==> src/tmc_pkg.sv <==
// constants, types and mode decoding for the 16-bit timer control block
// assumes a 32-bit AXI4-Lite slave port and one clock, mclk at 40 MHz
// Behaviour
// - wave mode is control A bits 1:0 plus control B bits 4:3; 13 reserved.
// - mode 0 wraps at 0xFFFF, compare loads at once, overflow at MAX.
// - modes 1-3 dual slope to 0x00FF/0x01FF/0x03FF, load at TOP, overflow at BOTTOM.
// - fast modes 5-7 fixed top, 14/15 capture or compare top; load BOTTOM, flag TOP.
// - clear modes 4 and 12 use compare A or capture as top; flag at MAX.
// - modes 8/9 top capture or compare A, load and flag at BOTTOM.
// - modes 10/11 top capture or compare A, load at TOP, flag at BOTTOM.
// - noise cancel bit 7 needs four equal input samples before output changes.
// - edge select bit 6: zero falling, one rising capture edge.
// - selected edge copies counter into capture register and sets capture flag.
// - capture input is disconnected while capture register serves as TOP.
// - clock select 0 stops; 1 to 4 divide clock by 1, 8, 64, 256.
// - clock select 5 divides by 1024; 6 and 7 count external falling/rising edges.
package tmc_pkg;
  localparam int ADDR_W = 10;
  // register indices; byte address is four times the index
  localparam logic [7:0] IDX_CTRL_A  = 8'h90;
  localparam logic [7:0] IDX_CTRL_B  = 8'h91;
  localparam logic [7:0] IDX_COUNT   = 8'h94;
  localparam logic [7:0] IDX_CAPTURE = 8'h96;
  localparam logic [7:0] IDX_CMP_A   = 8'h98;
  localparam logic [7:0] IDX_STATUS  = 8'hA0;
  localparam logic [7:0] IDX_CLEAR   = 8'hA1;
  localparam logic [7:0] IDX_ENABLE  = 8'hA2;
  // field positions
  localparam int CA_WAVE_LSB = 0;
  localparam int CB_WAVE_LSB = 3;
  localparam int CB_CS_LSB   = 0;
  localparam int CB_EDGE     = 6;
  localparam int CB_NOISE    = 7;
  localparam int ST_OVF      = 0;
  localparam int ST_CAP      = 1;
  // reset values
  localparam logic [7:0]  CTRL_RST = 8'h00;
  localparam logic [15:0] WORD_RST = 16'h0000;
  // counter limits and timing
  localparam logic [15:0] TOP_8  = 16'h00FF;
  localparam logic [15:0] TOP_9  = 16'h01FF;
  localparam logic [15:0] TOP_10 = 16'h03FF;
  localparam logic [15:0] MAX_V  = 16'hFFFF;
  localparam int NOISE_SAMPLES = 4;
  localparam int PRE_W = 10;
  localparam logic [1:0] RESP_OK  = 2'h0;
  localparam logic [1:0] RESP_ERR = 2'h2;

  typedef enum logic [1:0] {PT_NOW, PT_TOP, PT_BOT} tmc_point_type;
  typedef enum logic {DIR_UP, DIR_DOWN} tmc_dir_type;

  // dual slope modes
  function automatic logic isDual(input logic [3:0] m);
    isDual = (m inside {4'h1, 4'h2, 4'h3, 4'h8, 4'h9, 4'hA, 4'hB});
  endfunction

  // capture register serves as top
  function automatic logic capIsTop(input logic [3:0] m);
    capIsTop = (m inside {4'h8, 4'hA, 4'hC, 4'hE});
  endfunction

  // top value of each mode; reserved 13 behaves as mode 0
  function automatic logic [15:0] modeTop(input logic [3:0] m,
                                          input logic [15:0] cmp,
                                          input logic [15:0] cap);
    unique case (m)
      4'h1, 4'h5: modeTop = TOP_8;
      4'h2, 4'h6: modeTop = TOP_9;
      4'h3, 4'h7: modeTop = TOP_10;
      4'h4, 4'h9, 4'hB, 4'hF: modeTop = cmp;
      4'h8, 4'hA, 4'hC, 4'hE: modeTop = cap;
      default: modeTop = MAX_V;
    endcase
  endfunction

  // when the compare buffer reaches the active compare value
  function automatic tmc_point_type loadPoint(input logic [3:0] m);
    unique case (m)
      4'h1, 4'h2, 4'h3, 4'hA, 4'hB: loadPoint = PT_TOP;
      4'h5, 4'h6, 4'h7, 4'h8, 4'h9, 4'hE, 4'hF: loadPoint = PT_BOT;
      default: loadPoint = PT_NOW;
    endcase
  endfunction

  // where the overflow flag sets; PT_NOW stands for MAX here
  function automatic tmc_point_type flagPoint(input logic [3:0] m);
    unique case (m)
      4'h5, 4'h6, 4'h7, 4'hE, 4'hF: flagPoint = PT_TOP;
      4'h1, 4'h2, 4'h3, 4'h8, 4'h9, 4'hA, 4'hB: flagPoint = PT_BOT;
      default: flagPoint = PT_NOW;
    endcase
  endfunction

  // byte-lane merge of a write into a 16-bit value
  function automatic logic [15:0] merge16(input logic [15:0] old,
                                          input logic [31:0] d,
                                          input logic [3:0] s);
    merge16 = {s[1] ? d[15:8] : old[15:8], s[0] ? d[7:0] : old[7:0]};
  endfunction
endpackage

==> src/tmc_timer16.sv <==
// 16-bit timer mode, clock select and input capture with AXI4-Lite registers
// assumes pins synchronous to mclk domain only after the two-flop stages below
`timescale 1ns/100ps
module tmc_timer16 (
  // clock, reset, enable
  input  wire logic                     mclk,
  input  wire logic                     rstn,
  input  wire logic                     ce,
  // pins
  input  wire logic                     capturePin,
  input  wire logic                     extCountPin,
  // axi write
  input  wire logic [tmc_pkg::ADDR_W-1:0] awaddr,
  input  wire logic                     awvalid,
  output logic                          awready,
  input  wire logic [31:0]              wdata,
  input  wire logic [3:0]               wstrb,
  input  wire logic                     wvalid,
  output logic                          wready,
  output logic [1:0]                    bresp,
  output logic                          bvalid,
  input  wire logic                     bready,
  // axi read
  input  wire logic [tmc_pkg::ADDR_W-1:0] araddr,
  input  wire logic                     arvalid,
  output logic                          arready,
  output logic [31:0]                   rdata,
  output logic [1:0]                    rresp,
  output logic                          rvalid,
  input  wire logic                     rready,
  // status
  output logic                          irq,
  output logic [15:0]                   timerCount
);
  ////////////////////////////////////////////////////////////////////////////
  logic        awHeld_r, awHeld_nxt, wHeld_r, wHeld_nxt;
  logic [7:0]  awIdx_r, awIdx_nxt;
  logic [31:0] wData_r, wData_nxt, rData_r, rData_nxt;
  logic [3:0]  wStrb_r, wStrb_nxt;
  logic        bValid_r, bValid_nxt, rValid_r, rValid_nxt;
  logic [1:0]  bResp_r, bResp_nxt, rResp_r, rResp_nxt;
  logic        doWrite;
  logic [7:0]  ctrlA_r, ctrlA_nxt, ctrlB_r, ctrlB_nxt;
  logic [15:0] cnt_r, cnt_nxt, capReg_r, capReg_nxt;
  logic [15:0] cmpBuf_r, cmpBuf_nxt, cmpAct_r, cmpAct_nxt;
  logic [1:0]  status_r, status_nxt, enable_r, enable_nxt;
  logic [tmc_pkg::PRE_W-1:0] pre_r, pre_nxt;
  tmc_pkg::tmc_dir_type dir_r, dir_nxt;
  logic        capS1_r, capS2_r, extS1_r, extS2_r, extS3_r;
  logic [tmc_pkg::NOISE_SAMPLES-2:0] capHist_r, capHist_nxt;
  logic        capFilt_r, capFilt_nxt, capPrev_r, capPrev_nxt;
  logic [3:0]  waveMode;
  logic [2:0]  clkSel;
  logic [15:0] top;
  logic        tick, atTop, atBot, atMax, capIn, capEdge, allSame;

  ////////////////////////////////////////////////////////////////////////////
  // bus handshakes; readies drop with ce so nothing is taken while frozen
  assign awready = ce && !awHeld_r && !bValid_r;
  assign wready  = ce && !wHeld_r && !bValid_r;
  assign arready = ce && !rValid_r;
  assign doWrite = ce && awHeld_r && wHeld_r && !bValid_r;
  assign bvalid  = bValid_r;
  assign bresp   = bResp_r;
  assign rvalid  = rValid_r;
  assign rresp   = rResp_r;
  assign rdata   = rData_r;

  // bus next state: address and data latch independently, answer follows both
  always_comb begin
    awHeld_nxt = awHeld_r;
    awIdx_nxt  = awIdx_r;
    wHeld_nxt  = wHeld_r;
    wData_nxt  = wData_r;
    wStrb_nxt  = wStrb_r;
    bValid_nxt = bValid_r;
    bResp_nxt  = bResp_r;
    rValid_nxt = rValid_r;
    rData_nxt  = rData_r;
    rResp_nxt  = rResp_r;
    if (awvalid && awready) begin
      awHeld_nxt = 1'b1;
      awIdx_nxt  = awaddr[9:2];
    end
    if (wvalid && wready) begin
      wHeld_nxt = 1'b1;
      wData_nxt = wdata;
      wStrb_nxt = wstrb;
    end
    if (doWrite) begin
      awHeld_nxt = 1'b0;
      wHeld_nxt  = 1'b0;
      bValid_nxt = 1'b1;
      bResp_nxt  = awIdx_r inside {tmc_pkg::IDX_CTRL_A, tmc_pkg::IDX_CTRL_B,
                     tmc_pkg::IDX_CAPTURE, tmc_pkg::IDX_CMP_A, tmc_pkg::IDX_CLEAR,
                     tmc_pkg::IDX_ENABLE} ? tmc_pkg::RESP_OK : tmc_pkg::RESP_ERR;
    end else if (bValid_r && bready) begin
      bValid_nxt = 1'b0;
    end
    if (arvalid && arready) begin
      rValid_nxt = 1'b1;
      rResp_nxt  = tmc_pkg::RESP_OK;
      unique case (araddr[9:2])
        tmc_pkg::IDX_CTRL_A:  rData_nxt = {24'h000000, ctrlA_r};
        tmc_pkg::IDX_CTRL_B:  rData_nxt = {24'h000000, ctrlB_r};
        tmc_pkg::IDX_COUNT:   rData_nxt = {16'h0000, cnt_r};
        tmc_pkg::IDX_CAPTURE: rData_nxt = {16'h0000, capReg_r};
        tmc_pkg::IDX_CMP_A:   rData_nxt = {16'h0000, cmpBuf_r};
        tmc_pkg::IDX_STATUS:  rData_nxt = {30'h00000000, status_r};
        tmc_pkg::IDX_CLEAR:   rData_nxt = 32'h00000000; // write only
        tmc_pkg::IDX_ENABLE:  rData_nxt = {30'h00000000, enable_r};
        default: begin
          rData_nxt = 32'h00000000;
          rResp_nxt = tmc_pkg::RESP_ERR;
        end
      endcase
    end else if (rValid_r && rready) begin
      rValid_nxt = 1'b0;
    end
  end

  // bus registers
  always_ff @(posedge mclk or negedge rstn) begin
    if (!rstn) begin
      awHeld_r <= 1'b0;
      awIdx_r  <= 8'h00;
      wHeld_r  <= 1'b0;
      wData_r  <= 32'h00000000;
      wStrb_r  <= 4'h0;
      bValid_r <= 1'b0;
      bResp_r  <= tmc_pkg::RESP_OK;
      rValid_r <= 1'b0;
      rData_r  <= 32'h00000000;
      rResp_r  <= tmc_pkg::RESP_OK;
    end else if (ce) begin
      awHeld_r <= awHeld_nxt;
      awIdx_r  <= awIdx_nxt;
      wHeld_r  <= wHeld_nxt;
      wData_r  <= wData_nxt;
      wStrb_r  <= wStrb_nxt;
      bValid_r <= bValid_nxt;
      bResp_r  <= bResp_nxt;
      rValid_r <= rValid_nxt;
      rData_r  <= rData_nxt;
      rResp_r  <= rResp_nxt;
    end
  end

  ////////////////////////////////////////////////////////////////////////////
  // mode decode and prescaled tick
  assign waveMode = {ctrlB_r[tmc_pkg::CB_WAVE_LSB +: 2],
                     ctrlA_r[tmc_pkg::CA_WAVE_LSB +: 2]};
  assign clkSel   = ctrlB_r[tmc_pkg::CB_CS_LSB +: 3];
  assign top      = tmc_pkg::modeTop(waveMode, cmpAct_r, capReg_r);
  always_comb begin
    unique case (clkSel)
      3'h0: tick = 1'b0;
      3'h1: tick = 1'b1;
      3'h2: tick = &pre_r[2:0];
      3'h3: tick = &pre_r[5:0];
      3'h4: tick = &pre_r[7:0];
      3'h5: tick = &pre_r[9:0];
      3'h6: tick = extS3_r && !extS2_r;
      3'h7: tick = extS2_r && !extS3_r;
    endcase
  end
  assign atTop = tick && (cnt_r == top);
  assign atBot = tick && (cnt_r == 16'h0000);
  assign atMax = tick && (cnt_r == tmc_pkg::MAX_V);

  // capture path: filter after the synchroniser, edge chosen by control B
  assign capIn   = ctrlB_r[tmc_pkg::CB_NOISE] ? capFilt_r : capS2_r;
  assign allSame = (capHist_r == {(tmc_pkg::NOISE_SAMPLES-1){capS2_r}});
  assign capEdge = !tmc_pkg::capIsTop(waveMode) &&
                   (ctrlB_r[tmc_pkg::CB_EDGE] ? (capIn && !capPrev_r)
                                              : (!capIn && capPrev_r));
  assign irq        = |(status_r & enable_r);
  assign timerCount = cnt_r;

  // core next state
  always_comb begin
    ctrlA_nxt   = ctrlA_r;
    ctrlB_nxt   = ctrlB_r;
    cnt_nxt     = cnt_r;
    capReg_nxt  = capReg_r;
    cmpBuf_nxt  = cmpBuf_r;
    cmpAct_nxt  = cmpAct_r;
    status_nxt  = status_r;
    enable_nxt  = enable_r;
    dir_nxt     = dir_r;
    pre_nxt     = pre_r + 1'b1;
    capHist_nxt = {capHist_r[tmc_pkg::NOISE_SAMPLES-3:0], capS2_r};
    capFilt_nxt = allSame ? capS2_r : capFilt_r;
    capPrev_nxt = capIn;
    // software writes; hardware events below take precedence
    if (doWrite) begin
      unique case (awIdx_r)
        tmc_pkg::IDX_CTRL_A:  if (wStrb_r[0]) ctrlA_nxt = wData_r[7:0];
        tmc_pkg::IDX_CTRL_B:  if (wStrb_r[0]) ctrlB_nxt = wData_r[7:0] & 8'hDF;
        tmc_pkg::IDX_CAPTURE: capReg_nxt = tmc_pkg::merge16(capReg_r, wData_r, wStrb_r);
        tmc_pkg::IDX_CMP_A:   cmpBuf_nxt = tmc_pkg::merge16(cmpBuf_r, wData_r, wStrb_r);
        tmc_pkg::IDX_CLEAR:   if (wStrb_r[0]) status_nxt = status_r & ~wData_r[1:0];
        tmc_pkg::IDX_ENABLE:  if (wStrb_r[0]) enable_nxt = wData_r[1:0];
        default: ;
      endcase
    end
    // counting sequence
    if (tick) begin
      if (tmc_pkg::isDual(waveMode)) begin
        if (dir_r == tmc_pkg::DIR_UP) begin
          if (cnt_r >= top) begin
            dir_nxt = tmc_pkg::DIR_DOWN;
            cnt_nxt = cnt_r - 1'b1;
          end else begin
            cnt_nxt = cnt_r + 1'b1;
          end
        end else if (cnt_r == 16'h0000) begin
          dir_nxt = tmc_pkg::DIR_UP;
          cnt_nxt = cnt_r + 1'b1;
        end else begin
          cnt_nxt = cnt_r - 1'b1;
        end
      end else begin
        dir_nxt = tmc_pkg::DIR_UP;
        cnt_nxt = (cnt_r >= top) ? 16'h0000 : cnt_r + 1'b1;
      end
    end
    // compare buffer to active value
    unique case (tmc_pkg::loadPoint(waveMode))
      tmc_pkg::PT_NOW: cmpAct_nxt = cmpBuf_nxt;
      tmc_pkg::PT_TOP: if (atTop) cmpAct_nxt = cmpBuf_r;
      tmc_pkg::PT_BOT: if (atBot) cmpAct_nxt = cmpBuf_r;
      default: ;
    endcase
    // overflow flag: set beats a clear in the same cycle
    unique case (tmc_pkg::flagPoint(waveMode))
      tmc_pkg::PT_NOW: if (atMax) status_nxt[tmc_pkg::ST_OVF] = 1'b1;
      tmc_pkg::PT_TOP: if (atTop) status_nxt[tmc_pkg::ST_OVF] = 1'b1;
      tmc_pkg::PT_BOT: if (atBot) status_nxt[tmc_pkg::ST_OVF] = 1'b1;
      default: ;
    endcase
    // capture event; with capture as top the flag marks reaching top instead
    if (capEdge) begin
      capReg_nxt = cnt_r;
      status_nxt[tmc_pkg::ST_CAP] = 1'b1;
    end
    if (tmc_pkg::capIsTop(waveMode) && atTop) begin
      status_nxt[tmc_pkg::ST_CAP] = 1'b1;
    end
  end

  // core registers; first synchroniser flops feed only their second flop
  always_ff @(posedge mclk or negedge rstn) begin
    if (!rstn) begin
      ctrlA_r   <= tmc_pkg::CTRL_RST;
      ctrlB_r   <= tmc_pkg::CTRL_RST;
      cnt_r     <= tmc_pkg::WORD_RST;
      capReg_r  <= tmc_pkg::WORD_RST;
      cmpBuf_r  <= tmc_pkg::WORD_RST;
      cmpAct_r  <= tmc_pkg::WORD_RST;
      status_r  <= 2'h0;
      enable_r  <= 2'h0;
      dir_r     <= tmc_pkg::DIR_UP;
      pre_r     <= '0;
      capS1_r   <= 1'b0;
      capS2_r   <= 1'b0;
      extS1_r   <= 1'b0;
      extS2_r   <= 1'b0;
      extS3_r   <= 1'b0;
      capHist_r <= '0;
      capFilt_r <= 1'b0;
      capPrev_r <= 1'b0;
    end else if (ce) begin
      ctrlA_r   <= ctrlA_nxt;
      ctrlB_r   <= ctrlB_nxt;
      cnt_r     <= cnt_nxt;
      capReg_r  <= capReg_nxt;
      cmpBuf_r  <= cmpBuf_nxt;
      cmpAct_r  <= cmpAct_nxt;
      status_r  <= status_nxt;
      enable_r  <= enable_nxt;
      dir_r     <= dir_nxt;
      pre_r     <= pre_nxt;
      capS1_r   <= capturePin;
      capS2_r   <= capS1_r;
      extS1_r   <= extCountPin;
      extS2_r   <= extS1_r;
      extS3_r   <= extS2_r;
      capHist_r <= capHist_nxt;
      capFilt_r <= capFilt_nxt;
      capPrev_r <= capPrev_nxt;
    end
  end

  ////////////////////////////////////////////////////////////////////////////
  // checks
  property p_mode_low;
    @(posedge mclk) disable iff (!rstn)
    doWrite && awIdx_r == tmc_pkg::IDX_CTRL_A && wStrb_r[0]
    |=> waveMode[1:0] == $past(wData_r[1:0]);
  endproperty
  a_mode_low: assert property (p_mode_low) else $error("wave mode low bits wrong");
  property p_wrap;
    @(posedge mclk) disable iff (!rstn)
    ce && waveMode == 4'h0 && atMax |=> cnt_r == 16'h0000 && status_r[0];
  endproperty
  a_wrap: assert property (p_wrap) else $error("normal mode wrap wrong");
  property p_dual8;
    @(posedge mclk) disable iff (!rstn)
    ce && waveMode == 4'h1 && dir_r == tmc_pkg::DIR_UP && tick && cnt_r == 16'h00FF
    |=> cnt_r == 16'h00FE;
  endproperty
  a_dual8: assert property (p_dual8) else $error("dual slope turn wrong");
  property p_fast_flag;
    @(posedge mclk) disable iff (!rstn)
    ce && waveMode == 4'h5 && tick && cnt_r == 16'h00FF |=> cnt_r == 16'h0000 && status_r[0];
  endproperty
  a_fast_flag: assert property (p_fast_flag) else $error("fast flag missing");
  property p_clear_load;
    @(posedge mclk) disable iff (!rstn)
    ce && waveMode == 4'h4 |=> cmpAct_r == cmpBuf_r;
  endproperty
  a_clear_load: assert property (p_clear_load) else $error("compare not immediate");
  property p_noise;
    @(posedge mclk) disable iff (!rstn)
    ce && capFilt_r != capFilt_nxt |-> allSame && capHist_r[0] == capFilt_nxt;
  endproperty
  a_noise: assert property (p_noise) else $error("filter changed early");
  property p_capture;
    @(posedge mclk) disable iff (!rstn)
    ce && capEdge |=> capReg_r == $past(cnt_r) && status_r[1];
  endproperty
  a_capture: assert property (p_capture) else $error("capture lost");
  property p_disconnect;
    @(posedge mclk) disable iff (!rstn)
    tmc_pkg::capIsTop(waveMode) && !doWrite |=> $stable(capReg_r);
  endproperty
  a_disconnect: assert property (p_disconnect) else $error("capture while top");
  property p_stopped;
    @(posedge mclk) disable iff (!rstn)
    clkSel == 3'h0 ##1 clkSel == 3'h0 |-> $stable(cnt_r);
  endproperty
  a_stopped: assert property (p_stopped) else $error("stopped counter moved");
endmodule

==> config.mk <==
export PLATFORM = sky130hd
export DESIGN_NAME = tmc_timer16
export DESIGN_NICKNAME = d
export VERILOG_FILES = /design/src/tmc_pkg.sv /design/src/tmc_timer16.sv
export SDC_FILE = /design/constraint.sdc
export NUM_CORES = 1
export LEC_CHECK = 0
export BUFFER_PORTS_ARGS = -buffer_cell sky130_fd_sc_hd__buf_2
export CAP_MARGIN = 20
export CORE_ASPECT_RATIO = 1.1
export CORE_UTILIZATION = 30
export CTS_BUF_LIST = sky130_fd_sc_hd__clkbuf_8
export DETAILED_ROUTE_END_ITERATION = 10
export PLACE_DENSITY = 0.53
export SYNTH_ARGS = -nofsm -noshare
export SYNTH_HDL_FRONTEND = slang
export SYNTH_SLANG_ARGS = --single-unit
==> constraint.sdc <==
create_clock -name mclk -period 4.8 [get_ports mclk]
set_input_delay 0.72 -clock mclk [delete_from_list [all_inputs] [get_ports mclk]]
set_output_delay 0.72 -clock mclk [all_outputs]
set_load 0.02 [all_outputs]
## Word-level counts from Yosys, hierarchy flattened

Memories as Yosys holds them, arrays and structs flattened.
Index checks and enable logic that the tools add are counted.

- Memories kept: 2
- Flip-flop bits (word level): 170
- Memory bits (read-only): 64
- Bits in latches: 0
- Output and inout port bits: 58
- Memory bits (writable): 0
- Word-level logic and storage cells: 206
- Input port bits: 66

Memory list:

| name | depth | bits a word | read ports | clocked after memory_dff | wr ports | line | text |
|---|---|---|---|---|---|---|---|
| (no name shown) | 16 | 2 | 1 | 0 | 0 | tmc_pkg.sv:78 | `unique case (m)` |
| (no name shown) | 16 | 2 | 1 | 0 | 0 | tmc_pkg.sv:87 | `unique case (m)` |

- Magnitude comparators: 1
- Mux-type cells: 45
- Divide/modulo/power cells: 0
- $mul: 0
- Bitwise logic cells: 3
- Reduce and logical (&&, ||, !) cells: 78
- Add/sub/neg operators: 3
- Equal/unequal tests: 44
- Shifts and indexed selects: 0

Operator list:

| operator | number |
|---|---|
| 16-bit 2-to-1 mux | 12 |
| 8-bit equality test, second input constant | 14 |
| 16-bit one-hot mux with 7 select lines | 1 |
| 16-bit one-hot mux with 5 select lines | 1 |
| 16-bit one-hot mux with 3 select lines | 1 |
| 8-bit 2-to-1 mux | 4 |
| 4-bit equality test, second input constant | 7 |
| 4-bit AND reduction | 7 |
| 1-bit logical AND | 22 |
| 2-bit AND reduction | 10 |
| 1-bit 2-to-1 mux | 19 |
| 16-bit by 1-bit adder with 16-bit output, second input constant | 1 |
| 16-bit equality test | 1 |
| 16-bit equality test, second input constant | 1 |
| 4-bit by 3-bit equality test with 1-bit output, second input constant | 4 |
| 16-bit greater-or-equal comparator | 1 |
| 16-bit logical NOT | 1 |
| 2-bit nonzero test | 8 |
| 16-bit by 1-bit subtractor with 16-bit output, second input constant | 1 |
| 3-bit equality test, second input constant | 4 |
| 3-bit nonzero test | 4 |
| 10-bit by 1-bit adder with 10-bit output, second input constant | 1 |
| 2-bit 2-to-1 mux | 5 |
| 10-bit AND reduction | 1 |
| other kinds (24) | 43 |

## Depth between registers and ports, before layout

Gate-level depths: netlist (run 1).

- Word-level depth: 8
- Gate-level depth with buffers: 15
- Mapped depth without buffers: 14

## Worst setup path after synthesis (run 1)

No wires, ideal clock.

- Kind: reg-to-reg
- Start point: reg ctrlA_r[1]
- End point: reg cnt_r[11], in the netlist timerCount[11]
- Library setup time: 0.124 ns
- Setup slack: 1.339 ns
- Buffers on the path: 2
- Cell stages (with the launch flop): 14
- Data required time: 4.676 ns
- Arrival time: 3.337 ns
- Period minus slack after synthesis: 3.461 ns
- Cells stage by stage: dfrtp_1 clkbuf_1 nor2_1 mux2i_1 a211oi_1 ha_1 nand4_1 nor3_1 a21bo_2 o211ai_1 buf_2 o21ai_1 a21o_1 a211o_1

- Cells in the longest elaborated chain, start to end: 7
- Elaborated cells on any way between the ends: 26
- Those cells by class: order compare (1); eq/ne (14); mux (5); reduce/logical (6)

Ends and longest elaborated chain:

| element | line | text |
|---|---|---|
| start, declared | tmc_timer16.sv:43 | `logic [7:0] ctrlA_r, ctrlA_nxt, ctrlB_r, ctrlB_nxt;` |
| start signal, assigned | tmc_timer16.sv:255 | `ctrlA_r <= tmc_pkg::CTRL_RST;` |
| start signal, assigned | tmc_timer16.sv:274 | `ctrlA_r <= ctrlA_nxt;` |
| 4-bit equality test (tied with other cells) | tmc_pkg.sv:54, tmc_pkg.sv:66 |  |
| 4-bit OR reduction / 2-bit OR reduction (equally long branches) | tmc_pkg.sv:66 | `unique case (m)` |
| 16-bit one-hot mux with 5 select lines | tmc_pkg.sv:66 |  |
| 16-bit greater-or-equal comparator | tmc_timer16.sv:211, tmc_timer16.sv:225 |  |
| 16-bit 2-to-1 mux | tmc_timer16.sv:211 | `if (cnt_r >= top) begin` |
| 16-bit 2-to-1 mux | tmc_timer16.sv:210 | `if (dir_r == tmc_pkg::DIR_UP) begin` |
| 16-bit 2-to-1 mux (*) | tmc_timer16.sv:209 | `if (tmc_pkg::isDual(waveMode)) begin` |
| end signal, assigned | tmc_timer16.sv:257 | `cnt_r <= tmc_pkg::WORD_RST;` |
| end signal, assigned | tmc_timer16.sv:276 | `cnt_r <= cnt_nxt;` |
| end, declared | tmc_timer16.sv:44 | `logic [15:0] cnt_r, cnt_nxt, capReg_r, capReg_nxt;` |

Mark *: on every way between the ends. The rest lies on a longest branch, timed or not.
A chain may end at the register's enable or synchronous reset.

## Final worst setup path (run 1)

- Start point: reg ctrlA_r[1]
- End point: reg cnt_r[13], in the netlist timerCount[13]

Same word-level chain as after synthesis.

==> reports/metrics.yaml, run 1 <==
post-route-min-period_ns: 3.93
avgSynthCellArea_um2: 10.2
clockPowerShare: 0.256
layout_commonest_cell: "dfrtp_1"
holdBufCountCts: 0
drtPass1Iterations: 8
fill_cells: 2977
path_buf_inv: 2
cpPeakStageDelay_ns: 0.60
synth_edf_count: 0
multi_input_area_mm2: 0.00457
instances_no_fill: 1310
critPathLaunchType: "flop"
final_nets: 1024
synth_flop_cell: "dfrtp_1"
dieArea_mm2: 0.0301
grt_start_max_net_pins: 102
grt_pass1_wl_um: 37700
placed_area_mm2: 0.00953
worst-slew-pin-transition_ns: 1.10
syn_inst: 863
drtIter0Drc: 338
cp_data_required_time_ns: 5.11
numCtsBuffers: 17
crit_slowest_cell: "dfrtp_1"
power_frac_seq: 0.478
arrival_ns: 4.24
syn2layout_area_growth_pct: 12.4
combPwrFrac: 0.267
htree_num_levels: 4
row_count: 65
grt_usage: 0.160
antenna_found_initial: 0
max-vdd-ir-drop_mv: 0.181
power_density_mw_per_mm2: 402
routabilityCongestion: 0.791
cts_tree: "built"
cts-root-buf: "clkbuf_8"
max_cap_violations: 0
ys_ff_latch: 152
place_inst: 1278
ys_async_sr_fraction: 1.00
switching_power_mw: 1.38
overflow: 0
final_area_mm2: 0.00993
cts_buffer_depth: 2
p_int_mw: 2.61
r2r_start: "ctrlA_r[1]$_DFFE_PN0P_"
rsz0062_at_grt: "false"
seq_area_mm2: 0.00380
insertion_delay_ns: 0.46
io_pins: 124
io_buffers: 83
finalMaxSlewViolations: 0
clock_skew_ns: 0.0133
clk_pin_slew_ns: 0.09
core_mm2: 0.0288
place_hpwl_um: 16900
grt_pass1_vias: 6731
switching_share: 0.345
syn-cell-area_mm2: 0.00883
hp-class: "in -> async"
critPathLaunch: "ctrlA_r[1]$_DFFE_PN0P_"
crit_fanout: 10
vias: 6789
post_cts_buffers: 0
most-common-layout-cells: "dfrtp_1 (152), mux2_2 (102), buf_2 (82), nand2_1 (58), nor2_1 (58)"
max_freq_mhz: 255
post_cts_resized: 0
synth_warnings: 0
synth.distinct_cells: 72
fp.dieH_um: 182
final_hold_viol_count: 0
clock-sinks: 152
cp_cell_sequence: "nor2_1 -> buf_4 -> mux4_2 -> a21oi_1 -> ha_1 -> a21oi_1 -> o21ai_0 -> a221oi_1 -> o211ai_1 -> o211a_1 -> buf_4 -> o41ai_1 -> a211oi_1"
tns_ns: 0
violations: "design-rule violations"
routedWlPerCell_um: 17.8
wirelength_um: 23300
drive_above_1_share: 0.268
period_share: 0.818
worst_path_dominant_cell_family: "compound AO/OA/AOI/OAI gates"
end_kind: "flop"
p_leak_nw: 4.62
finalSetupViolCount: 0
final_antenna_net_count: 0
outcome: "finished, violations left"
initial_utilization: 0.307
diodes: 0
crit_type: "reg -> reg"
fp.dieW_um: 166
drcViolationCount: 12
vias_per_cell: 5.18
relSlewSlack: 0.269
synth_seq_area_share: 0.431
==> metrics by stage <==
stage / setup WS, ns / hold WS [ns] / power [mW] / util
6_report: 0.873 / 0.383 / 3.99 / 0.345
5_1_grt: 0.626 / 0.452 / 4.24 / 0.345
4_1_cts: 0.876 / 0.417 / 4.03 / 0.345
3_5_place_dp: 0.899 / 0.468 / 3.00 / 0.331
3_3_place_gp: 0.924 / 0.463 / 2.97 / 0.331
2_1_floorplan: 1.34 / 0.424 / 2.65 / -
==> layout make-up <==
type / count / share of cell area
Clock buffer: 19 / 0.0263
Clock inverter: 13 / 0.0145
Inverter: 32 / 0.0121
Multi-Input combinational cell: 623 / 0.460
Sequential cell: 152 / 0.383
Tap cell: 368 / 0.0464
Timing Repair Buffer: 103 / 0.0576
==> worst reg2reg max path: cells and delay by family (launching register included) <==
kind                       cells  cell delay (ns)
and+or+nand+nor                1             0.14
muxes                          1             0.45
adders and majority gates      1             0.29
AOI/OAI and AO/OA              8             1.91
DFF                            1             0.60
buffers and inverters          2             0.41
==> cell families (layout without fill, tap and decap cells) <==
family                   Yosys count  count (layout)  share of synthesized area
flip-flops                       152             152                      0.431
adder cells (fa/ha/maj)           29              29                     0.0411
multiplexers                     139             139                      0.173
AO/OA/AOI/OAI                    179             179                      0.138
AND/OR/NAND/NOR                  244             244                      0.143
XOR/XNOR                          14              14                     0.0139
other                              1              18                   0.000424
buffers and inverters            105             167                     0.0592
==> flip-flops by register name, summed over array words and instances (netlist names), 3 cells and up <==
register / count
ctrlA_r: 8
capReg_r: 16
pre_r: 10
timerCount: 16
rdata: 16
wData_r: 16
ctrlB_r: 7
capHist_r: 3
awIdx_r: 8
cmpAct_r: 16
cmpBuf_r: 16
==> path summary, 6_finish.rpt <==
check	depth (start not counted)	to	slack (ns)
setup / recovery	13	timerCount[13]$_DFFE_PN0P_	0.87
hold / removal	1	timerCount[9]$_DFFE_PN0P_	0.38
setup reg to reg	13	timerCount[13]$_DFFE_PN0P_	0.87
hold reg to reg	1	pre_r[9]$_DFFE_PN0P_	0.48
max in group asynchronous	2	cmpAct_r[4]$_DFFE_PN0P_	3.48
min in group mclk	1	pre_r[9]$_DFFE_PN0P_	0.48
==> layer usage <==
metal	wire length, µm	up-vias	GRT usage
li1	-	3239	-
met1	10900	3348	0.216
met2	10900	184	0.263
met3	1210	18	0.0288
met4	248	0	0.0407
met5	0	-	0
==> synth_stat cells (all sizes together), types with 10 or more instances <==
cell    number  area [µm²]
dfrtp      152        3800
mux2       102        1150
nor2        60         230
nand2       58         218
a21oi       45         225
buf         38         272
mux2i       36         360
clkbuf      35         131
o21ai       35         175
inv         32         120
ha          29         363
nand3       24         120
nor3        20         116
a21o        15         113
and3        14        87.6
a222oi      13         130
a211oi      10        75.1
==> power groups by stage <==
| stage | sequential, mW | clock (mW) | combinational, mW |
|---|---|---|---|
| 2_1_floorplan | 1.83 | 0 | 0.827 |
| 3_3_place_gp | 1.92 | 0 | 1.05 |
| 3_5_place_dp | 1.93 | 0 | 1.07 |
| 4_1_cts | 1.91 | 1.05 | 1.07 |
| 5_1_grt | 1.96 | 1.10 | 1.18 |
| 6_report | 1.91 | 1.02 | 1.06 |
(Power assumes the default switching activity.)
==> run 2, diff against run 1 <==
--- a/config.mk
+++ b/config.mk
@@ -5,13 +5,14 @@
 export SDC_FILE = /design/constraint.sdc
 export NUM_CORES = 1
 export LEC_CHECK = 0
+export ABC_AREA = 1
 export BUFFER_PORTS_ARGS = -buffer_cell sky130_fd_sc_hd__buf_2
 export CAP_MARGIN = 20
 export CORE_ASPECT_RATIO = 1.1
 export CORE_UTILIZATION = 30
 export CTS_BUF_LIST = sky130_fd_sc_hd__clkbuf_8
 export DETAILED_ROUTE_END_ITERATION = 10
-export PLACE_DENSITY = 0.53
+export PLACE_DENSITY = 0.55
 export SYNTH_ARGS = -nofsm -noshare
 export SYNTH_HDL_FRONTEND = slang
 export SYNTH_SLANG_ARGS = --single-unit
==> constraint.sdc (replaced) <==
create_clock -name mclk -period 3.5 [get_ports mclk]
set_input_delay 0.525 -clock mclk [delete_from_list [all_inputs] [get_ports mclk]]
set_output_delay 0.525 -clock mclk [all_outputs]
set_load 0.02 [all_outputs]
==> run 2 against run 1 <==
The flow still finishes with violations (design-rule violations); clock skew is 0.0017 ns lower; register-to-register slack worse by 0.39 ns; hold slack worse by 0.35 ns; flip-flop and latch count stayed put; sequential share of layout area is 0.85 points lower; synthesized area is 0.69% higher; die area is 0.68% higher; setup slack worse by 0.39 ns; via count is 18% higher; first-iteration DRC count is 61% higher; non-clock buffer count is 11 higher; critical path depth is 7 higher; largest power group unchanged; highest routed layer unchanged.
==> reports/metrics.yaml, run 2 <==
ys_ff_latch: 152  # unchanged
cp_data_required_time_ns: 3.90  # -1.21 ns
routabilityCongestion: 0.916  # +16%
rsz0062_at_grt: "false"
wirelength_um: 25500  # +9.5%
reg2reg_to: "timerCount[3]$_DFFE_PN0P_"
synth_edf_count: 0  # unchanged
period_share: 0.861  # +0.0426
final_hold_viol_count: 0  # unchanged
fp.dieH_um: 183  # +0.34%
io_pins: 124  # unchanged
cp_num_cells: 20  # +7
final_nets: 1370  # +34%
dieArea_mm2: 0.0303  # +0.68%
clockPowerShare: 0.228  # -0.028
crit_type: "reg -> reg"
io_buffers: 83  # unchanged
fill_cells: 3107  # +4.4%
grt_pass1_wl_um: 42200  # +12%
power_frac_seq: 0.435  # -0.043
drtIter0Drc: 544  # +61%
fp.dieW_um: 166  # +0.34%
tns_ns: 0  # unchanged
crit_slowest_cell: "dfrtp_1"
diodes: 0  # unchanged
clk_pin_slew_ns: 0.09  # about the same
arrival_ns: 3.41  # -0.83 ns
cp_cell_sequence: "inv_1 -> o21ai_1 -> and3_1 -> buf_4 -> nand2_1 -> o211ai_1 -> inv_1 -> ha_1 -> nand2_1 -> inv_1 -> nand2_1 -> nor2_1 -> nand2_1 -> nand2_1 -> nor2_2 -> nand2_1 -> nand2_1 -> nand2_1 -> nand3_1 -> a21boi_0"
numCtsBuffers: 17  # unchanged
p_leak_nw: 5.12  # +11%
ys_top_cells_by_area: "dfrtp_1 (43%), nand2_1 (14%), inv_1 (6.1%)"
synth_top_area_frac: 0.428  # -0.00297
cts_tree: "built"
p_int_mw: 3.40  # +30%
worst_path_dominant_cell_family: "simple AND/OR/NAND/NOR gates"
place_hpwl_um: 19600  # +16%
drive_above_1_share: 0.138  # -0.129
post_cts_buffers: 0  # unchanged
insertion_delay_ns: 0.47  # about the same
antenna_found_initial: 0  # unchanged
power_density_mw_per_mm2: 551  # +37%
vias: 8000  # +18%
path_buf_inv: 4  # +2
clock-sinks: 152  # unchanged
synth_warnings: 0  # unchanged
yosys.area.top_type: "dfrtp_1"
syn-cell-area_mm2: 0.00890  # +0.69%
avgSynthCellArea_um2: 7.53  # -26%
synth_seq_area_share: 0.428  # -0.00297
r2r_cells: 20  # +7
overflow: 0  # unchanged
clock_skew_ns: 0.0117  # -0.00166 ns
grt.met3_usage: 0.0291  # +0.000290
final_antenna_net_count: 0  # unchanged
drtPass1Iterations: 8  # unchanged
combPwrFrac: 0.336  # +0.069
grt_start_max_net_pins: 68  # -33%
r2r_slack_ns: 0.49  # -0.39 ns
core_mm2: 0.0290  # +0.57%
cpMostUsedCell: "nand2_1"
post-route-min-period_ns: 3.01  # -0.914 ns
crit_fanout: 16  # +6
max_freq_mhz: 332  # +30%
max_cap_violations: 0  # unchanged
switching_power_mw: 2.20  # +59%
worst-slew-pin-transition_ns: 1.02  # -0.0728 ns
hp-class: "in -> async"
finalSetupViolCount: 0  # unchanged
critPathLaunch: "ctrlB_r[4]$_DFFE_PN0P_"
synth.distinct_cells: 48  # -33%
outcome: "finished, violations left"
synthTopCellsByCount: "nand2_1 (321), dfrtp_1 (152), inv_1 (144)"
synth_most_common_cell: "nand2_1"
cp-endpoint: "timerCount[3]$_DFFE_PN0P_"
holdBufCountCts: 0  # unchanged
critPathLaunchType: "flop"
end_kind: "flop"
layout_commonest_cell: "nand2_1"
most-common-layout-cells: "nand2_1 (321), dfrtp_1 (152), inv_1 (147), nor2_1 (109), o21ai_0 (84)"
initial_utilization: 0.307  # +0.000394
r2r_start: "ctrlB_r[4]$_DFFE_PN0P_"
syn2layout_area_growth_pct: 14.2
grt_usage: 0.178  # +0.0184
htree_num_levels: 4  # unchanged
violations: "design-rule violations"
syn_inst: 1182  # +37%
finalMaxSlewViolations: 0  # unchanged
drcViolationCount: 6  # -6
grt_pass1_vias: 7813  # +16%
cts-root-buf: "clkbuf_8"
cts_buffer_depth: 2  # unchanged
switching_share: 0.392  # +0.0468
final_area_mm2: 0.0102  # +2.3%
grt_use_met2: 0.288  # +0.0254
finish.utilization: 0.351  # +0.00588
placed_area_mm2: 0.00979  # +2.8%
vias_per_cell: 4.83  # -6.8%
synth_flop_cell: "dfrtp_1"
grt.met1_usage: 0.233  # +0.0177
relSlewSlack: 0.316  # +0.0469
grt_busiest_layer: "met2"
cpPeakStageDelay_ns: 0.47  # -0.13 ns
max-vdd-ir-drop_mv: 0.226  # +25%
ys_async_sr_fraction: 1.00  # unchanged
routedWlPerCell_um: 15.4  # -13%
row_count: 65  # unchanged
-- run 2: changes by cell type in the layout (fill, tap and decap cells not counted), moves of 21 or more --
cell / change
nand2_1: +263
inv_1: +114
mux2_2: -101
nor2_1: +51
o21ai_0: +50
mux2i_1: -35
o21ai_1: +35
nand3_1: +27
xor2_1: +21
-- run 2: cells by family after synthesis --
| logic type | count (synthesis) | share of synthesized area |
|---|---|---|
| buffers and inverters | 206 | 0.0976 |
| multiplexers | 2 | 0.00239 |
| adder cells (fa/ha/maj) | 29 | 0.0408 |
| XOR/XNOR | 31 | 0.0305 |
| AO/OA/AOI/OAI | 238 | 0.158 |
| AND/OR/NAND/NOR | 523 | 0.243 |
| other | 1 | 0.000422 |
| flip-flops | 152 | 0.428 |
-- run 2: how the worst min path moves through the flow --
stage / start / to / slack (ns) / cells after the start
6_report: rstn / awIdx_r[6]$_DFFE_PN0P_ / 0.04 / 1
5_1_grt: rstn / awHeld_r$_DFFE_PN0P_ / 0.08 / 1
4_1_cts: rstn / awIdx_r[6]$_DFFE_PN0P_ / 0.06 / 1
3_5_place_dp: pre_r[9]$_DFFE_PN0P_ / pre_r[9]$_DFFE_PN0P_ / 0.46 / 1
3_3_place_gp: extS1_r$_DFFE_PN0P_ / extS1_r$_DFFE_PN0P_ / 0.46 / 2
2_1_floorplan: rstn / awHeld_r$_DFFE_PN0P_ / 0.23 / 0
-- run 2: repair_timing --
action	CTS	global route
resized for setup	0	1
endpoints found under the hold margin	0	0
setup endpoints to repair	0	3
-- run 2: cell type report --
cell class	instances	area, µm²	share of cell area
Clock buffer	19	262	0.0257
Clock inverter	13	105	0.0103
Inverter	149	559	0.0550
Multi-Input combinational cell	841	4290	0.422
Sequential cell	152	3800	0.374
Tap cell	368	460	0.0453
Timing Repair Buffer	114	679	0.0669
-- run 2: per-stage QoR --
step	power, mW	hold WS (ns)	worst slack [ns]	cells
floorplan	3.76	0.229	0.708	1199
global placement	4.32	0.460	0.445	1624
detailed placement	4.36	0.460	0.433	1624
CTS	5.65	0.0623	0.412	1656
global route	6.08	0.0811	0.0761	1656
finish	5.60	0.0358	0.488	1656
-- run 2: power by group through the flow --
| stage | Combinational, mW | Sequential (mW) | Clock, mW |
|---|---|---|---|
| 2_1_floorplan | 1.33 | 2.43 | 0 |
| 3_3_place_gp | 1.85 | 2.46 | 0 |
| 3_5_place_dp | 1.89 | 2.47 | 0 |
| 4_1_cts | 1.90 | 2.44 | 1.32 |
| 5_1_grt | 2.19 | 2.50 | 1.40 |
| 6_report | 1.88 | 2.44 | 1.28 |
-- run 2: worst register-to-register path, stage by stage (launching register included) --
cell and delay, ns:
dfrtp_1 0.47, inv_1 0.12, o21ai_1 0.13, and3_1 0.17, buf_4 0.21, nand2_1 0.10, o211ai_1 0.10, inv_1 0.06
ha_1 0.29, nand2_1 0.05, inv_1 0.07, nand2_1 0.06, nor2_1 0.17, nand2_1 0.08, nand2_1 0.07, nor2_2 0.06
nand2_1 0.13, nand2_1 0.10, nand2_1 0.21, nand3_1 0.12, a21boi_0 0.16
-- run 2: per-layer routing --
| layer | up-vias | part of all wire |
|---|---|---|
| met4 | 0 | 0.032 |
| met3 | 42 | 0.049 |
| met5 | - | 0 |
| met1 | 3778 | 0.46 |
| met2 | 198 | 0.46 |
| li1 | 3982 | - |
==> run 3, diff against run 2 <==
==> config.mk (replaced) <==
export PLATFORM = sky130hd
export DESIGN_NAME = tmc_timer16
export DESIGN_NICKNAME = d
export VERILOG_FILES = /design/src/tmc_pkg.sv /design/src/tmc_timer16.sv
export SDC_FILE = /design/constraint.sdc
export NUM_CORES = 1
export LEC_CHECK = 0
export ABC_AREA = 1
export BUFFER_PORTS_ARGS = -buffer_cell sky130_fd_sc_hd__buf_4
export CAP_MARGIN = 30
export CORE_ASPECT_RATIO = 1.1
export CORE_UTILIZATION = 54
export CTS_BUF_LIST = sky130_fd_sc_hd__clkbuf_8
export DETAILED_ROUTE_END_ITERATION = 10
export PLACE_DENSITY = 0.85
export SYNTH_ARGS = -nofsm -noshare
export SYNTH_HDL_FRONTEND = slang
export SYNTH_SLANG_ARGS = --single-unit
==> run 3 against run 2 <==
The flow now finishes without violations; first-iteration DRC count grew 63%; routed wire length is 7.9% lower; total power up 3.6%; hold slack better by 0.0052 ns; design area decreased by 0.16%; clock-buffer cell count fell by 1; highest routed layer unchanged; setup slack worse by 0.091 ns.
==> reports/metrics.yaml, run 3 (synthesis gave the netlist of run 2 again) <==
outcome: "finished, final reports clean"
hp-class: "in -> async"
finalMaxSlewViolations: 0  # unchanged
finalSetupViolCount: 0  # unchanged
cpMostUsedCell: "nand2_1"
grt.met3_usage: 0.0500  # +0.0210
max-vdd-ir-drop_mv: 0.293  # +30%
drtIter0Drc: 885  # +63%
clockPowerShare: 0.251  # +0.023
grt_use_met2: 0.456  # +0.168
layout_commonest_cell: "nand2_1"
r2r_cells: 20  # unchanged
end_kind: "flop"
cp_data_required_time_ns: 3.87  # -0.03 ns
cts_tree: "built"
row_count: 48  # -26%
overflow: 0  # unchanged
clock-sinks: 152  # unchanged
crit_slowest_cell: "dfrtp_1"
post-route-min-period_ns: 3.10  # +0.0909 ns
switching_power_mw: 2.29  # +4.3%
final_nets: 1362  # -0.58%
worst-slew-pin-transition_ns: 0.947  # -0.0760 ns
cts_buffer_depth: 2  # unchanged
switching_share: 0.395  # +0.00267
p_leak_nw: 5.15  # +0.60%
grt_usage: 0.289  # +0.111
vias: 8223  # +2.8%
power_frac_seq: 0.422  # -0.013
initial_utilization: 0.559  # +0.252
grt_start_max_net_pins: 73  # +7.4%
arrival_ns: 3.47  # +0.06 ns
final_antenna_net_count: 0  # unchanged
r2r_slack_ns: 0.40  # -0.09 ns
max_cap_violations: 0  # unchanged
drive_above_1_share: 0.137  # -0.00148
max_freq_mhz: 322  # -2.9%
vias_per_cell: 5.56  # +15%
post_cts_resized: 0  # unchanged
tns_ns: 0  # unchanged
power_density_mw_per_mm2: 572  # +3.7%
grt_pass1_wl_um: 38600  # -8.5%
clk_pin_slew_ns: 0.10  # about the same
finish.utilization: 0.637  # +0.286
period_share: 0.887  # +0.0260
io_buffers: 83  # unchanged
cpPeakStageDelay_ns: 0.47  # about the same
diodes: 0  # unchanged
final_area_mm2: 0.0101  # -0.16%
drcViolationCount: 0  # -6
routedWlPerCell_um: 15.9  # +3.0%
relSlewSlack: 0.367  # +0.0508
fp.dieH_um: 137  # -25%
p_int_mw: 3.51  # +3.1%
post_cts_buffers: 0  # unchanged
clock_skew_ns: 0.0186  # +0.00691 ns
antenna_found_initial: 0  # unchanged
rsz0062_at_grt: "false"
htree_num_levels: 4  # unchanged
grt_pass1_vias: 7789  # -0.31%
cp_cell_sequence: "inv_1 -> nand2_1 -> buf_4 -> inv_1 -> a221oi_1 -> ha_1 -> nand2_1 -> inv_1 -> nand2_1 -> nor2_1 -> nand2_1 -> nand2_1 -> nor2_2 -> nand2_1 -> nand2_1 -> nand2_1 -> nand2_1 -> nand2_1 -> nand2_1 -> nand2_1"
grt_busiest_layer: "met2"
syn2layout_area_growth_pct: 14.0
reg2reg_to: "timerCount[7]$_DFFE_PN0P_"
drtPass1Iterations: 7  # -1
io_pins: 124  # unchanged
holdBufCountCts: 0  # unchanged
insertion_delay_ns: 0.48  # about the same
place_hpwl_um: 17300  # -12%
final_hold_viol_count: 0  # unchanged
placed_area_mm2: 0.00971  # -0.79%
core_mm2: 0.0159  # -45%
critPathLaunchType: "flop"
combPwrFrac: 0.327  # -0.009
crit_type: "reg -> reg"
routabilityCongestion: 0.966  # +5.4%
fp.dieW_um: 124  # -25%
numCtsBuffers: 17  # unchanged
most-common-layout-cells: "nand2_1 (321), dfrtp_1 (150), inv_1 (144), nor2_1 (109), buf_4 (104)"
wirelength_um: 23500  # -7.9%
cts-root-buf: "clkbuf_8"
r2r_start: "ctrlA_r[0]$_DFFE_PN0P_"
crit_fanout: 12  # -4
dieArea_mm2: 0.0170  # -44%
grt.met1_usage: 0.385  # +0.152
[run 3: worst max path at each step]
stage                                      start                         to  slack [ns]
after CTS                 ctrlB_r[3]$_DFFE_PN0P_  timerCount[7]$_DFFE_PN0P_        0.33
after floorplan           ctrlB_r[3]$_DFFE_PN0P_  timerCount[6]$_DFFE_PN0P_        0.71
after detailed placement  ctrlB_r[3]$_DFFE_PN0P_  timerCount[7]$_DFFE_PN0P_        0.35
after global routing      ctrlB_r[3]$_DFFE_PN0P_  timerCount[6]$_DFFE_PN0P_        0.07
after global placement    ctrlB_r[3]$_DFFE_PN0P_  timerCount[6]$_DFFE_PN0P_        0.39
final                     ctrlA_r[0]$_DFFE_PN0P_  timerCount[7]$_DFFE_PN0P_        0.40
[run 3: area by class of cell]
cell class / count / area, µm²
fill: 1389 / 5770
multi-input combinational: 841 / 4290
sequential: 152 / 3810
timing repair buffer: 106 / 812
inverter: 149 / 559
tap: 200 / 250
clock buffer: 18 / 248
clock inverter: 14 / 178
[run 3: layer usage]
layer / wire [µm] / vias up
li1: - / 3971
met1: 10100 / 3825
met2: 10700 / 354
met3: 1720 / 73
met4: 950 / 0
met5: 0 / -
[run 3: through the flow]
step	worst slack, ns	hold WS, ns	power [mW]	instances
final	0.397	0.0410	5.80	1480
after floorplan	0.708	0.229	3.76	1199
after global routing	0.0719	0.100	6.20	1480
after detailed placement	0.350	0.463	4.34	1448
after CTS	0.331	0.0638	5.80	1480
after global placement	0.391	0.459	4.25	1448
[run 3: critical path, delay by kind of cell, from the launching register on]
family	cells	cell delay, ns
flip-flops	1	0.47
AND/OR/NAND/NOR	14	1.34
adder cells (fa/ha/maj)	1	0.29
AO/OA/AOI/OAI	1	0.39
buffers and inverters	4	0.49
[run 3: power groups by stage]
stage	clock network (mW)	registers (mW)	logic, mW
after floorplan	0	2.43	1.33
after detailed placement	0	2.47	1.87
final	1.46	2.45	1.90
after global placement	0	2.46	1.80
after global routing	1.55	2.50	2.16
after CTS	1.47	2.44	1.88
